### src/design/cdc_defs.vh
// Register offsets, field positions, reset values and timing for the comparator DAC control block.
`ifndef CDC_DEFS_VH
`define CDC_DEFS_VH
`define CDC_ADDR_W        4
`define CDC_OFF_COMMON    4'h0
`define CDC_OFF_STEADY    4'h1
`define CDC_OFF_TRANS     4'h2
`define CDC_OFF_BLANK0    4'h4
`define CDC_OFF_CTRL0     4'h8
`define CDC_OFF_EVENT     4'hc
`define CDC_NCH           3
`define CDC_BIT_ON        15
`define CDC_BIT_SIDL      13
`define CDC_BIT_CHEN      15
`define CDC_BIT_INTERRUPT_EDGE_MODE_HI   14
`define CDC_BIT_INTERRUPT_EDGE_MODE_LO   13
`define CDC_BIT_CBE       10
`define CDC_BIT_OEN       9
`define CDC_BIT_FLT       8
`define CDC_BIT_STAT      7
`define CDC_BIT_POL       6
`define CDC_RST_STEADY    10'h08a
`define CDC_RST_TRANS     10'h055
`define CDC_COMMON_MASK   16'ha0f7
`define CDC_CTRL_MASK     16'he77f
`define CDC_FLT_LEN       3
`endif

### src/design/cdc_converter_clock_divider.v
// Programmable divider producing a one-cycle enable pulse every N input enables.
`timescale 1ns/1ps
`default_nettype none
module cdc_converter_clock_divider
(
  // Clock and reset.
  input  wire       clk_i,
  input  wire       rst_n_i,
  // Control.
  input  wire       run_i,
  input  wire       en_i,
  input  wire [3:0] ratio_i,
  // Output tick.
  output reg        tick_o
);
  reg [3:0] cnt_ff;

  // Counter wraps at the ratio; a ratio of one passes every input enable.
  always @(posedge clk_i)
  begin
    if (!rst_n_i || !run_i)
    begin
      cnt_ff <= 4'h0;
      tick_o <= 1'b0;
    end
    else if (en_i)
    begin
      if (cnt_ff + 4'h1 >= ratio_i)
      begin
        cnt_ff <= 4'h0;
        tick_o <= 1'b1;
      end
      else
      begin
        cnt_ff <= cnt_ff + 4'h1;
        tick_o <= 1'b0;
      end
    end
    else
      tick_o <= 1'b0;
  end
endmodule // cdc_converter_clock_divider
`default_nettype wire

### src/design/cdc_top.v
// Comparator DAC control: common clocking, filter timing and per-channel control.
// Operation
// Common enable low stops all channels, filter clocks, clears slope/underflow.
// Idle-stop set halts comparator and DAC operation during chip Idle.
// Clock source: 11 main PLL, 10 aux PLL, 01 main VCO/2, 00 aux VCO/2.
// Converter divider: 00 by 1, 01 by 2, 10 by 3, 11 by 4.
// Filter divider: 000 by 1, 001 by 2, 010..111 by 3..8.
// Filter divider input is the selected source divided by two.
// Software changes clock fields only while common enable is 0.
// Software picks source and divider giving an effective 500 MHz.
// Steady-state delay sets time to steady filter; reset value 0x08a.
// Transition duration sets fast-mode length; reset value 0x055.
// Software keeps steady-state delay above transition duration.
// Per-channel blanking count blanks output after hysteretic-input change.
// Channel enable low disables channel, clears its slope and underflow.
// Edge mode: 00 off, 01 rising, 10 falling, 11 either edge.
// Edge detection acts on the polarity-corrected comparator output.
// Edge-mode changes while running may cause a spurious event.
// Post-slope blank enable gates output during recovery after slope.
// Digital filter enable switches the output filter in or bypasses it.
// Comparator state bit reads current output with polarity applied.
// Output invert bit inverts the comparator output when set.
// Input select 000..011 routes inputs A..D; 100..111 reserved.
// Hysteresis edge bit picks falling or rising; amount none/15/30/45 mV.
// Hysteretic-control edges start blanking and switch DAC high/low limit.
// Comparator output is synchronised before status and edge detection.
`timescale 1ns/1ps
`default_nettype none
`include "cdc_defs.vh"
module cdc_top
(
  // Clock and reset.
  input  wire        clk_i,
  input  wire        rst_n_i,
  // Register port.
  input  wire [3:0]  addr_i,
  input  wire [15:0] wdata_i,
  input  wire        wr_i,
  input  wire        rd_i,
  output reg  [15:0] rdata_o,
  // Chip state and source clock enables (one per source, main-clock pulses).
  input  wire        idle_i,
  input  wire [3:0]  src_tick_i,
  // Per-channel analog and system inputs.
  input  wire [2:0]  cmp_raw_i,
  input  wire [2:0]  hyst_ctrl_i,
  input  wire [2:0]  slope_done_i,
  // Clock enables to the converters.
  output reg         conv_tick_o,
  output reg         filt_tick_o,
  // Filter phase outputs.
  output reg         trans_mode_o,
  output reg         steady_mode_o,
  // Per-channel analog controls.
  output reg  [2:0]  chan_run_o,
  output reg  [2:0]  chan_clear_o,
  output reg  [5:0]  input_select_o,
  output reg  [2:0]  hyst_edge_o,
  output reg  [5:0]  hyst_amount_o,
  output reg  [2:0]  out_buf_en_o,
  output reg  [2:0]  use_high_limit_o,
  // Per-channel comparator output and event.
  output reg  [2:0]  cmp_out_o,
  output reg  [2:0]  cmp_event_o
);
  // Shared software registers.
  reg  [15:0] common_ff;
  reg  [9:0]  steady_ff;
  reg  [9:0]  trans_ff;
  reg  [9:0]  blank_ff [0:2];
  reg  [15:0] ctrl_ff  [0:2];
  reg  [2:0]  evt_ff;
  reg  [9:0]  phase_cnt_ff;
  reg         half_ff;
  wire [2:0]  nxt_evt;
  wire [2:0]  stat_w;
  wire        common_on;
  wire        run_all;
  wire        sel_tick;
  wire        conv_tick_w;
  wire        filt_tick_w;
  wire [3:0]  conv_ratio;
  wire [3:0]  filt_ratio;
  reg  [15:0] nxt_rdata;
  integer     k;
  integer     j;

  // Decodes a register index to a per-channel slot or 3 for no match.
  function [1:0] ch_of;
    input [3:0] a;
    input [3:0] base;
    begin
      if (a == base)
        ch_of = 2'd0;
      else if (a == base + 4'h1)
        ch_of = 2'd1;
      else if (a == base + 4'h2)
        ch_of = 2'd2;
      else
        ch_of = 2'd3;
    end
  endfunction

  assign common_on = common_ff[`CDC_BIT_ON];
  // Idle stop halts all activity only while the chip idles.
  assign run_all = common_on & ~(common_ff[`CDC_BIT_SIDL] & idle_i);
  // Source mux: code 3 main PLL through code 0 aux VCO half.
  assign sel_tick = src_tick_i[common_ff[7:6]];
  // Divider ratio equals code plus one.
  assign conv_ratio = {2'b00, common_ff[5:4]} + 4'h1;
  // Code 001 is taken as divide by two; every code is then code plus one.
  assign filt_ratio = {1'b0, common_ff[2:0]} + 4'h1;

  // Prescale by two ahead of the filter divider.
  always @(posedge clk_i)
  begin
    if (!rst_n_i || !run_all)
      half_ff <= 1'b0;
    else if (sel_tick)
      half_ff <= ~half_ff;
  end

  // Converter clock divider; the by-three duty skew is inherent to a tick.
  cdc_converter_clock_divider u_conv_div
  (
    .clk_i   (clk_i),
    .rst_n_i (rst_n_i),
    .run_i   (run_all),
    .en_i    (sel_tick),
    .ratio_i (conv_ratio),
    .tick_o  (conv_tick_w)
  );

  // Filter clock divider fed by the halved source; stopped when disabled.
  cdc_converter_clock_divider u_filt_div
  (
    .clk_i   (clk_i),
    .rst_n_i (rst_n_i),
    .run_i   (run_all),
    .en_i    (sel_tick & half_ff),
    .ratio_i (filt_ratio),
    .tick_o  (filt_tick_w)
  );

  // Filter phase timer, counted in converter ticks from enable.
  always @(posedge clk_i)
  begin
    if (!rst_n_i || !run_all)
    begin
      phase_cnt_ff  <= 10'h000;
      trans_mode_o  <= 1'b0;
      steady_mode_o <= 1'b0;
      conv_tick_o   <= 1'b0;
      filt_tick_o   <= 1'b0;
    end
    else
    begin
      conv_tick_o  <= conv_tick_w;
      filt_tick_o  <= filt_tick_w;
      if (conv_tick_w && phase_cnt_ff != 10'h3ff)
        phase_cnt_ff <= phase_cnt_ff + 10'h001;
      trans_mode_o  <= (phase_cnt_ff < trans_ff);
      steady_mode_o <= (phase_cnt_ff >= steady_ff);
    end
  end

  // Register writes; fields kept only where bits are implemented.
  always @(posedge clk_i)
  begin
    if (!rst_n_i)
    begin
      common_ff <= 16'h0000;
      steady_ff <= `CDC_RST_STEADY;
      trans_ff  <= `CDC_RST_TRANS;
      for (j = 0; j < `CDC_NCH; j = j + 1)
      begin
        blank_ff[j] <= 10'h000;
        ctrl_ff[j]  <= 16'h0000;
      end
    end
    else if (wr_i)
    begin
      if (addr_i == `CDC_OFF_COMMON)
        common_ff <= wdata_i & `CDC_COMMON_MASK;
      else if (addr_i == `CDC_OFF_STEADY)
        steady_ff <= wdata_i[9:0];
      else if (addr_i == `CDC_OFF_TRANS)
        trans_ff <= wdata_i[9:0];
      else if (ch_of(addr_i, `CDC_OFF_BLANK0) != 2'd3)
        blank_ff[ch_of(addr_i, `CDC_OFF_BLANK0)] <= wdata_i[9:0];
      else if (ch_of(addr_i, `CDC_OFF_CTRL0) != 2'd3)
        ctrl_ff[ch_of(addr_i, `CDC_OFF_CTRL0)] <= wdata_i
          & `CDC_CTRL_MASK;
    end
  end

  // Per-channel comparator path.
  genvar g;
  generate
    for (g = 0; g < `CDC_NCH; g = g + 1)
    begin : g_ch
      reg  [2:0] sync_ff;
      reg  [2:0] flt_ff;
      reg        clean_ff;
      reg        prev_ff;
      reg        hyst_s1_ff;
      reg        hyst_s2_ff;
      reg        hyst_s3_ff;
      reg  [9:0] blank_cnt_ff;
      reg        rec_ff;
      wire       ch_run;
      wire       pol;
      wire       stable;
      wire       filtered;
      wire       gated;
      wire [1:0] interrupt_edge_mode;
      wire       hyst_edge;

      assign ch_run = run_all & ctrl_ff[g][`CDC_BIT_CHEN];
      assign interrupt_edge_mode   = ctrl_ff[g][`CDC_BIT_INTERRUPT_EDGE_MODE_HI:`CDC_BIT_INTERRUPT_EDGE_MODE_LO];
      // The raw pin lands in sync_ff[0]; only sync_ff[1] reads it.
      assign stable = (sync_ff[1] == sync_ff[2]);
      assign pol    = sync_ff[2] ^ ctrl_ff[g][`CDC_BIT_POL];
      assign hyst_edge = (hyst_s2_ff == hyst_s3_ff) &
                         (hyst_s3_ff != use_high_limit_o[g]);
      // On the filter clock the filter reloads only the level it already holds, so it stays at its cleared low level.
      assign filtered = ctrl_ff[g][`CDC_BIT_FLT] ?
                        flt_ff[`CDC_FLT_LEN-1] : pol;
      assign gated = filtered & (blank_cnt_ff == 10'h000) &
                     ~(rec_ff & ctrl_ff[g][`CDC_BIT_CBE]);
      assign stat_w[g] = clean_ff;
      // Edge select on polarity-corrected output; mode changes may glitch.
      assign nxt_evt[g] = ch_run & (
        (interrupt_edge_mode[0] & clean_ff & ~prev_ff) |
        (interrupt_edge_mode[1] & ~clean_ff & prev_ff));

      // Synchronisers, filter, blanking and the edge history.
      always @(posedge clk_i)
      begin
        if (!rst_n_i)
        begin
          sync_ff      <= 3'b000;
          hyst_s1_ff   <= 1'b0;
          hyst_s2_ff   <= 1'b0;
          hyst_s3_ff   <= 1'b0;
          flt_ff       <= 3'b000;
          clean_ff     <= 1'b0;
          prev_ff      <= 1'b0;
          blank_cnt_ff <= 10'h000;
          rec_ff       <= 1'b0;
        end
        else
        begin
          sync_ff    <= {sync_ff[1:0], cmp_raw_i[g]};
          hyst_s1_ff <= hyst_ctrl_i[g];
          hyst_s2_ff <= hyst_s1_ff;
          hyst_s3_ff <= hyst_s2_ff;
          if (!ch_run)
          begin
            flt_ff       <= 3'b000;
            blank_cnt_ff <= 10'h000;
            rec_ff       <= 1'b0;
          end
          else
          begin
            if (filt_tick_w && stable)
              flt_ff <= (&{flt_ff[1:0], pol} || ~|{flt_ff[1:0], pol}) ?
                        {3{pol}} : flt_ff;
            if (hyst_edge)
              blank_cnt_ff <= blank_ff[g];
            else if (blank_cnt_ff != 10'h000)
              blank_cnt_ff <= blank_cnt_ff - 10'h001;
            // Recovery window: steady filter not yet back after a slope.
            if (slope_done_i[g])
              rec_ff <= 1'b1;
            else if (steady_mode_o)
              rec_ff <= 1'b0;
          end
          if (stable)
            clean_ff <= gated;
          prev_ff <= clean_ff;
        end
      end
    end
  endgenerate

  // Sticky events; a new event wins over the clear write.
  always @(posedge clk_i)
  begin
    if (!rst_n_i)
      evt_ff <= 3'b000;
    else if (wr_i && addr_i == `CDC_OFF_EVENT)
      evt_ff <= (evt_ff & ~wdata_i[2:0]) | nxt_evt;
    else
      evt_ff <= evt_ff | nxt_evt;
  end

  // Per-channel outputs, all registered.
  always @(posedge clk_i)
  begin
    if (!rst_n_i)
    begin
      chan_run_o       <= 3'b000;
      chan_clear_o     <= 3'b111;
      input_select_o   <= 6'h00;
      hyst_edge_o      <= 3'b000;
      hyst_amount_o    <= 6'h00;
      out_buf_en_o     <= 3'b000;
      use_high_limit_o <= 3'b000;
      cmp_out_o        <= 3'b000;
      cmp_event_o      <= 3'b000;
    end
    else
    begin
      for (k = 0; k < `CDC_NCH; k = k + 1)
      begin
        chan_run_o[k]   <= run_all & ctrl_ff[k][`CDC_BIT_CHEN];
        // Clear slope and underflow while either enable is off.
        chan_clear_o[k] <= ~(common_on & ctrl_ff[k][`CDC_BIT_CHEN]);
        // Reserved selects park on input A to keep the mux defined.
        input_select_o[2*k +: 2] <= ctrl_ff[k][5] ? 2'b00 :
                                    ctrl_ff[k][4:3];
        hyst_edge_o[k]  <= ctrl_ff[k][2];
        hyst_amount_o[2*k +: 2] <= ctrl_ff[k][1:0];
        out_buf_en_o[k] <= ctrl_ff[k][`CDC_BIT_OEN];
        use_high_limit_o[k] <= g_hl(k);
        cmp_out_o[k]    <= stat_w[k];
        cmp_event_o[k]  <= nxt_evt[k];
      end
    end
  end

  // Picks the synchronised hysteretic input of a channel.
  function g_hl;
    input integer c;
    begin
      if (c == 0)
        g_hl = g_ch[0].hyst_s3_ff;
      else if (c == 1)
        g_hl = g_ch[1].hyst_s3_ff;
      else
        g_hl = g_ch[2].hyst_s3_ff;
    end
  endfunction

  // Read mux; unmapped addresses read zero.
  always @*
  begin
    nxt_rdata = 16'h0000;
    if (addr_i == `CDC_OFF_COMMON)
      nxt_rdata = common_ff;
    else if (addr_i == `CDC_OFF_STEADY)
      nxt_rdata = {6'h00, steady_ff};
    else if (addr_i == `CDC_OFF_TRANS)
      nxt_rdata = {6'h00, trans_ff};
    else if (ch_of(addr_i, `CDC_OFF_BLANK0) != 2'd3)
      nxt_rdata = {6'h00, blank_ff[ch_of(addr_i, `CDC_OFF_BLANK0)]};
    else if (ch_of(addr_i, `CDC_OFF_CTRL0) != 2'd3)
    begin
      nxt_rdata = ctrl_ff[ch_of(addr_i, `CDC_OFF_CTRL0)];
      nxt_rdata[`CDC_BIT_STAT] = stat_w[ch_of(addr_i, `CDC_OFF_CTRL0)];
    end
    else if (addr_i == `CDC_OFF_EVENT)
      nxt_rdata = {13'h0, evt_ff};
  end

  // Read data stands only in the cycle after the strobe.
  always @(posedge clk_i)
  begin
    if (!rst_n_i)
      rdata_o <= 16'h0000;
    else if (rd_i)
      rdata_o <= nxt_rdata;
    else
      rdata_o <= 16'h0000;
  end
endmodule // cdc_top
`default_nettype wire

### config.mk
export PLATFORM = sky130hd
export DESIGN_NAME = cdc_top
export DESIGN_NICKNAME = d
export VERILOG_FILES = /design/src/design/cdc_converter_clock_divider.v /design/src/design/cdc_top.v
export VERILOG_INCLUDE_DIRS = /design/src /design/src/design
export SDC_FILE = /design/constraint.sdc
export NUM_CORES = 1
export LEC_CHECK = 0
export BUFFER_PORTS_ARGS = -buffer_cell sky130_fd_sc_hd__buf_2
export CORE_ASPECT_RATIO = 2
export CORE_UTILIZATION = 46
export DETAILED_ROUTE_END_ITERATION = 16
export HOLD_SLACK_MARGIN = 0.02
export PLACE_DENSITY = 0.76
export SETUP_SLACK_MARGIN = 0.3
export SKIP_LAST_GASP = 1
export SYNTH_ARGS = -nofsm -noshare
export SYNTH_HDL_FRONTEND = slang
export SYNTH_SLANG_ARGS = --single-unit
### constraint.sdc
create_clock -name clk_i -period 2.9 [get_ports clk_i]
set_input_delay 0.435 -clock clk_i [delete_from_list [all_inputs] [get_ports clk_i]]
set_output_delay 0.435 -clock clk_i [all_outputs]
set_load 0.02 [all_outputs]
==> out/results.tsv, run 1 <==
stage	metric	value	unit
die	die area	23300	um2
clock_tree	Clock Tree Buf Depth	3	
layout	layout net count	1232	
die	Die H	215	um
worst_setup_path	CP Max Fanout	6	
logic_synthesis	sequential fraction of the synthesis area	0.508	
logic_synthesis	Syn Inst Count	1077	
worst_setup_path	crit path to	g_ch[1].blank_cnt_ff[0]	
clock_tree	CTS buffer count	21	
drt	WL final	29200	um
drt	drt first pass iters	6	
timing	unrepaired setup endpoints after global routing	no	
die	initial cell density of the core	0.471	
worst_setup_path	r2r startpoint	g_ch[1].blank_cnt_ff[0]	
grt	pin count of the biggest net entering global routing	33	
grt	Remaining Overflow, GRT	0	
logic_synthesis	ys async rst share	0	
drt	DRC Markers	0	
die	core area	22200	um2
die	Ports	91	
logic_synthesis	Yosys top cell area share	0.309	
die	Die W	108	um
clock_tree	clk root buf	clkbuf_16	
timing	Final Skew	0.0139	ns
timing	Worst Tran Pin Value	0.800	ns
power	power density over cell area	584	nW/um2
logic_synthesis	#FFs+latches synth	230	
layout	fraction of layout cells with a size suffix above 1	0.145	
drt	final antenna-violating net count	0	
logic_synthesis	mean post-synth cell area	9.68	um2
worst_setup_path	CP Class	reg -> reg	
worst_setup_path	Worst Setup Start Kind	flop	
logic_synthesis	Mapped Area	10400	um2
layout	final core occ	0.539	
worst_setup_path	r2r endpoint	g_ch[1].blank_cnt_ff[0]	
worst_setup_path	Required @ worst endpoint	3.28	ns
timing	Setup WS post-layout	0.598	ns
worst_setup_path	CP Data Arrival Time	2.68	ns
drt	DR vias/cell	5.75	
logic_synthesis	post-synth cell types	66	
grt	initial antenna violation count	0	
worst_setup_path	reg2reg setup slack	0.60	ns
die	num rows	77	
drt	routed len/inst	20.1	um
drt	routed vias	8341	
timing	worst relative slew slack	0.465	
layout	Layout area overhead	14.6	%
job	max-cap violations	0	
placement	Detail Placement HPWL	21900	um
clock_tree	worst-skew pair later-pin latency	0.53	ns
logic_synthesis	Synth Warn #	0	
layout	ant diodes	0	
logic_synthesis	ys flop type	dfxtp_1	
layout	# fillers	1950	
timing	fin crit period	2.30	ns
logic_synthesis	cell taking the most area after synthesis	dfxtp_1	
timing	setup TNS	0	ns
clock_tree	CTS tree	built	
grt	number of global-route vias before repair	8363	
grt	Total GRT Usage	0.259	
worst_setup_path	CP Capture Type	flop	
clock_tree	CTS Hold Buffers Added	0	
power	Leak	0.00478	uW
timing	Final Hold Vio Count	0	
clock_tree	clk slew on worst S/H paths	0.07	ns
timing	Slew Viols, Final	0	
timing	Period Utilization, post-route	0.794	
outcome	status	finished clean	
grt	global-route wire length before repair	45400	um
clock_tree	clk sink count	230	
drt	First DRT Iteration DRCs	614	
logic_synthesis	Area contributors post-synth	dfxtp_1, edfxtp_1, and2_1	
worst_setup_path	Reg2Reg Depth	7	
placement	port buffer count	86	
clock_tree	H-tree levels	1	
timing	fmax	0.434	GHz
power	Design Power	6980	uW
power	VDD IR max	0.567	mV
placement	GPL Wtd Cong	0.992	
timing	endpoints failing setup	0	
min_path	Hold Crit Class	in -> reg	
logic_synthesis	Post-synth EDFFs	69	
placement	Post-Place Worst Slack	0.541	ns
worst_setup_path	Critical Path Start	g_ch[1].blank_cnt_ff[0]	
[power breakdown]
| group | internal [uW] | total (uW) | switching, uW |
|---|---|---|---|
| combinational | 150 | 425 | 275 |
| sequential | 3410 | 3480 | 73.0 |
| clock | 1800 | 3070 | 1270 |
[flip-flops by register name, summed over array words and instances (netlist names), 6 cells and up]
signal / count
common_ff: 9
blank_ff: 30
rdata_o: 14
input_select_o: 6
ctrl_ff: 39
phase_cnt_ff: 10
hyst_amount_o: 6
g_ch.sync_ff: 9
steady_ff: 10
g_ch.blank_cnt_ff: 30
trans_ff: 10
[Yosys cell counts, types with 22 or more instances]
library cell	count
nand2b_1	23
mux2i_1	22
o21ai_0	23
a21oi_1	54
nor3_1	29
clkbuf_1	42
and2_1	116
dfxtp_1	161
edfxtp_1	69
nand3_1	41
ha_1	34
nor2_1	76
a21boi_0	22
inv_1	39
nand2_1	107
[timing repair]
item	CTS	global route
buffers inserted	0	0
endpoints found under the setup margin	0	1
resized for setup	0	1
[logic make-up after synthesis]
| logic type | share of synthesized area |
|---|---|
| DFF | 0.508 |
| xor gates and xnor gates | 0.0252 |
| adders and majority gates | 0.0408 |
| muxes | 0.0265 |
| buffers and inverters | 0.0379 |
| AOI/OAI and AO/OA | 0.127 |
| and+or+nand+nor | 0.234 |
| other | 0.000360 |
[layout by cell type, fill, tap and decap left out, types with 31 or more instances in the layout]
| cell | count |
|---|---|
| a21oi_1 | 54 |
| and2_1 | 116 |
| buf_2 | 86 |
| buf_4 | 31 |
| dfxtp_1 | 161 |
| edfxtp_1 | 69 |
| ha_1 | 34 |
| inv_1 | 39 |
| nand2_1 | 107 |
| nand3_1 | 41 |
| nor2_1 | 76 |
[layout make-up]
| type | instances | area (um2) | share of cell area |
|---|---|---|---|
| Sequential cell | 230 | 5300 | 0.443 |
| Multi-Input combinational cell | 751 | 4750 | 0.397 |
| Timing Repair Buffer | 117 | 663 | 0.0555 |
| Clock buffer | 27 | 589 | 0.0493 |
| Tap cell | 276 | 345 | 0.0289 |
| Clock inverter | 11 | 166 | 0.0139 |
| Inverter | 39 | 146 | 0.0122 |
[worst max-delay path, cell delays in order, from the launching register on]
cell and delay, ns:
dfxtp_1 0.32, inv_1 0.09, ha_1 0.22, nor3b_1 0.56, nand3_1 0.53, xnor2_1 0.26, mux2i_1 0.14, nor2_1 0.05
[metrics by stage]
stage	cell area [um2]	cells	hold slack, ns
after floorplan	10400	1078	0.406
after global placement	11200	1413	0.417
after detailed placement	11200	1413	0.418
after CTS	11900	1451	0.106
after global routing	12000	1451	0.118
final	12000	1451	0.114
[per-layer routing]
layer	wire length, um	GRT usage	share of wire	up-vias
li1	-	-	-	3935
met5	0	0	0	-
met4	2470	0.206	0.085	0
met2	15500	0.466	0.53	309
met1	9650	0.256	0.33	3963
met3	1600	0.0379	0.055	134
[how the worst min path moves through the flow]
stage	start	end	slack, ns	depth (start not counted)
after floorplan	u_filt_div.tick_o	filt_tick_o	0.41	1
after global placement	g_ch[1].hyst_s1_ff	g_ch[1].hyst_s2_ff	0.42	1
after detailed placement	u_filt_div.tick_o	filt_tick_o	0.42	1
after CTS	hyst_ctrl_i[1]	g_ch[1].hyst_s1_ff	0.11	2
after global routing	slope_done_i[2]	g_ch[2].rec_ff	0.12	3
final	slope_done_i[2]	g_ch[2].rec_ff	0.11	3
(Power assumes the default switching activity.)
==> run 2: changes to the inputs <==
==> constraint.sdc (replaced) <==
create_clock -name clk_i -period 2.2 [get_ports clk_i]
set_input_delay 0.33 -clock clk_i [delete_from_list [all_inputs] [get_ports clk_i]]
set_output_delay 0.33 -clock clk_i [all_outputs]
set_load 0.02 [all_outputs]
==> run 2 against run 1 <==
Net effect:
- register-to-register slack got worse by 0.23 ns
- worst hold slack got worse by 0.081 ns
- sequential share of layout area decreased by 0.86 points
- first-iteration DRC count decreased by 25%
- via count decreased by 0.89%
- non-clock buffer count increased by 19
- critical path type unchanged
==> out/results.tsv, run 2 (same netlist as run 1, synthesis figures left out) <==
stage	metric	value	unit	change
layout	layout net count	1251		was 1232
worst_setup_path	CP Data Arrival Time	2.27	ns	was 2.68 ns
timing	Period Utilization, post-route	0.831		was 0.794
timing	Setup WS post-layout	0.371	ns	was 0.598 ns
worst_setup_path	Max stage delay on crit path	0.51	ns	was 0.56 ns
grt	pin count of the biggest net entering global routing	41		was 33
worst_setup_path	Reg2Reg Depth	7		unchanged
outcome	status	finished clean		unchanged
clock_tree	clk slew on worst S/H paths	0.07	ns	about the same
drt	First DRT Iteration DRCs	460		was 614
grt	met2 global-route usage	0.478		was 0.466
job	max-cap violations	0		unchanged
grt	GR peak layer	met2		unchanged
die	Die H	215	um	unchanged
timing	endpoints failing setup	0		unchanged
die	Die W	108	um	unchanged
worst_setup_path	Required @ worst endpoint	2.64	ns	was 3.28 ns
drt	DRC Markers	0		unchanged
placement	Post-Place Worst Slack	0.186	ns	was 0.541 ns
timing	fmax	0.547	GHz	was 0.434 GHz
grt	initial antenna violation count	2		was 0
worst_setup_path	cell breakdown of the critical path	ha_1 > inv_1 > ha_1 > a21oi_1 > nor2b_1 > or4_1 > o21ai_1		was inv_1 > ha_1 > nor3b_1 > nand3_1 > xnor2_1 > mux2i_1 > nor2_1
power	VDD IR max	0.562	mV	was 0.567 mV
timing	Final Skew	0.00973	ns	was 0.0139 ns
layout	Layout area overhead	17.0	%	was 14.6%
power	power density over cell area	742	nW/um2	was 584 nW/um2
grt	Total GRT Usage	0.255		was 0.259
die	Ports	91		unchanged
clock_tree	CTS tree	built		unchanged
worst_setup_path	CP Class	reg -> reg		unchanged
layout	most frequent cells in the layout	dfxtp_1, and2_1, nand2_1		unchanged
placement	Detail Placement HPWL	22100	um	was 21900 um
timing	Slew Viols, Final	0		unchanged
drt	drt first pass iters	5		was 6
layout	area taken by flip-flops and latches	5300	um2	about the same
drt	routed len/inst	19.8	um	was 20.1 um
drt	routed vias	8267		was 8341
grt	number of global-route vias before repair	8170		was 8363
clock_tree	CTS buffer count	21		unchanged
power	Leak	0.00488	uW	was 0.00478 uW
layout	# fillers	1963		was 1950
drt	DR vias/cell	5.62		was 5.75
grt	met1 Use GR	0.245		was 0.256
timing	setup TNS	0	ns	unchanged
clock_tree	Clock Tree Buf Depth	3		unchanged
die	die area	23300	um2	unchanged
drt	final antenna-violating net count	0		unchanged
clock_tree	worst-skew pair later-pin latency	0.51	ns	was 0.53 ns
die	initial cell density of the core	0.471		unchanged
clock_tree	clk root buf	clkbuf_16		unchanged
layout	Largest regs	ctrl_ff x39, blank_ff x30, g_ch.blank_cnt_ff x30		unchanged
die	core area	22200	um2	unchanged
grt	M3 GR Usage	0.0297		was 0.0379
layout	max reg flops	39		unchanged
layout	multi-input logic area	4830	um2	was 4750 um2
layout	fraction of layout cells with a size suffix above 1	0.168		was 0.145
min_path	hold path cells	2		was 3
min_path	Hold Crit Class	in -> reg		unchanged
worst_setup_path	cell repeated most along the worst path	ha_1		
drt	WL final	29200	um	about the same
timing	worst relative slew slack	0.489		was 0.465
worst_setup_path	CP Capture Type	flop		unchanged
layout	commonest non-fill, non-tap cell in the layout	dfxtp_1		unchanged
timing	unrepaired setup endpoints after global routing	no		unchanged
timing	fin crit period	1.83	ns	was 2.30 ns
layout	Most flops, register	ctrl_ff		unchanged
placement	port buffer count	86		unchanged
clock_tree	Post-CTS Repair Setup Buffers	0		unchanged
placement	GPL Wtd Cong	0.936		was 0.992
grt	Remaining Overflow, GRT	0		unchanged
timing	Final Hold Vio Count	0		unchanged
clock_tree	H-tree levels	1		unchanged
timing	Worst Tran Pin Value	0.764	ns	was 0.800 ns
worst_setup_path	Worst Setup Start Kind	flop		unchanged
clock_tree	clk sink count	230		unchanged
worst_setup_path	critical path's slowest cell	or4_1		was nor3b_1
die	num rows	77		unchanged
worst_setup_path	CP Max Fanout	4		was 6
grt	global-route wire length before repair	44300	um	was 45400 um
-- run 2: cell type report --
cell class,instances,share of cell area
flip-flops and latches,230,0.434
multi-input cells,751,0.396
repair buffers,136,0.0687
clock buffers,27,0.0509
well taps,276,0.0283
inverters,39,0.0120
clock inverters,11,0.00974
diodes,1,0.000205
-- run 2: worst paths after layout --
path	slack (ns)	start	to
max	0.37	common_ff[4]	u_conv_div.cnt_ff[1]
max reg2reg	0.37	common_ff[4]	u_conv_div.cnt_ff[1]
min	0.03	cmp_raw_i[2]	g_ch[2].sync_ff[0]
min reg2reg	0.43	g_ch[0].hyst_s1_ff	g_ch[0].hyst_s2_ff
-- run 2: critical path, delay by kind of cell, from the launching register on --
| family | cells | cell delay (ns) |
|---|---|---|
| AND/OR/NAND/NOR | 2 | 0.57 |
| adder cells (fa/ha/maj) | 2 | 0.54 |
| flip-flops | 1 | 0.36 |
| AO/OA/AOI/OAI | 2 | 0.25 |
| buffers and inverters | 1 | 0.04 |
-- run 2: timing repair --
action,in CTS,in global routing
gates cloned,0,0
endpoints found under the setup margin,7,6
hold buffers,3,0
pin swaps,1,1
endpoints found under the hold margin,3,0
gates resized for setup,5,15
-- run 2: power by group --
group	internal, uW	switching [uW]	total (uW)
Sequential	4490	98.5	4590
Clock	2250	1630	3880
Combinational	218	370	587
Total	6960	2100	9060
-- run 2: metal layers --
| layer | up-vias | routed length, um |
|---|---|---|
| li1 | 3966 | - |
| met1 | 3931 | 9760 |
| met2 | 261 | 16000 |
| met3 | 107 | 1230 |
| met4 | 2 | 2180 |
| met5 | - | 8 |
-- run 2: metrics by stage --
| step | instance area (um2) | util | instances | hold WS (ns) | power (uW) |
|---|---|---|---|---|---|
| CTS | 12100 | 0.547 | 1470 | 0.0227 | 9090 |
| floorplan | 10400 | - | 1078 | 0.406 | 4970 |
| global placement | 11300 | 0.512 | 1429 | 0.415 | 5240 |
| finish | 12200 | 0.551 | 1471 | 0.0337 | 9060 |
| detailed placement | 11300 | 0.512 | 1429 | 0.424 | 5250 |
| global route | 12200 | 0.551 | 1471 | 0.0379 | 9300 |
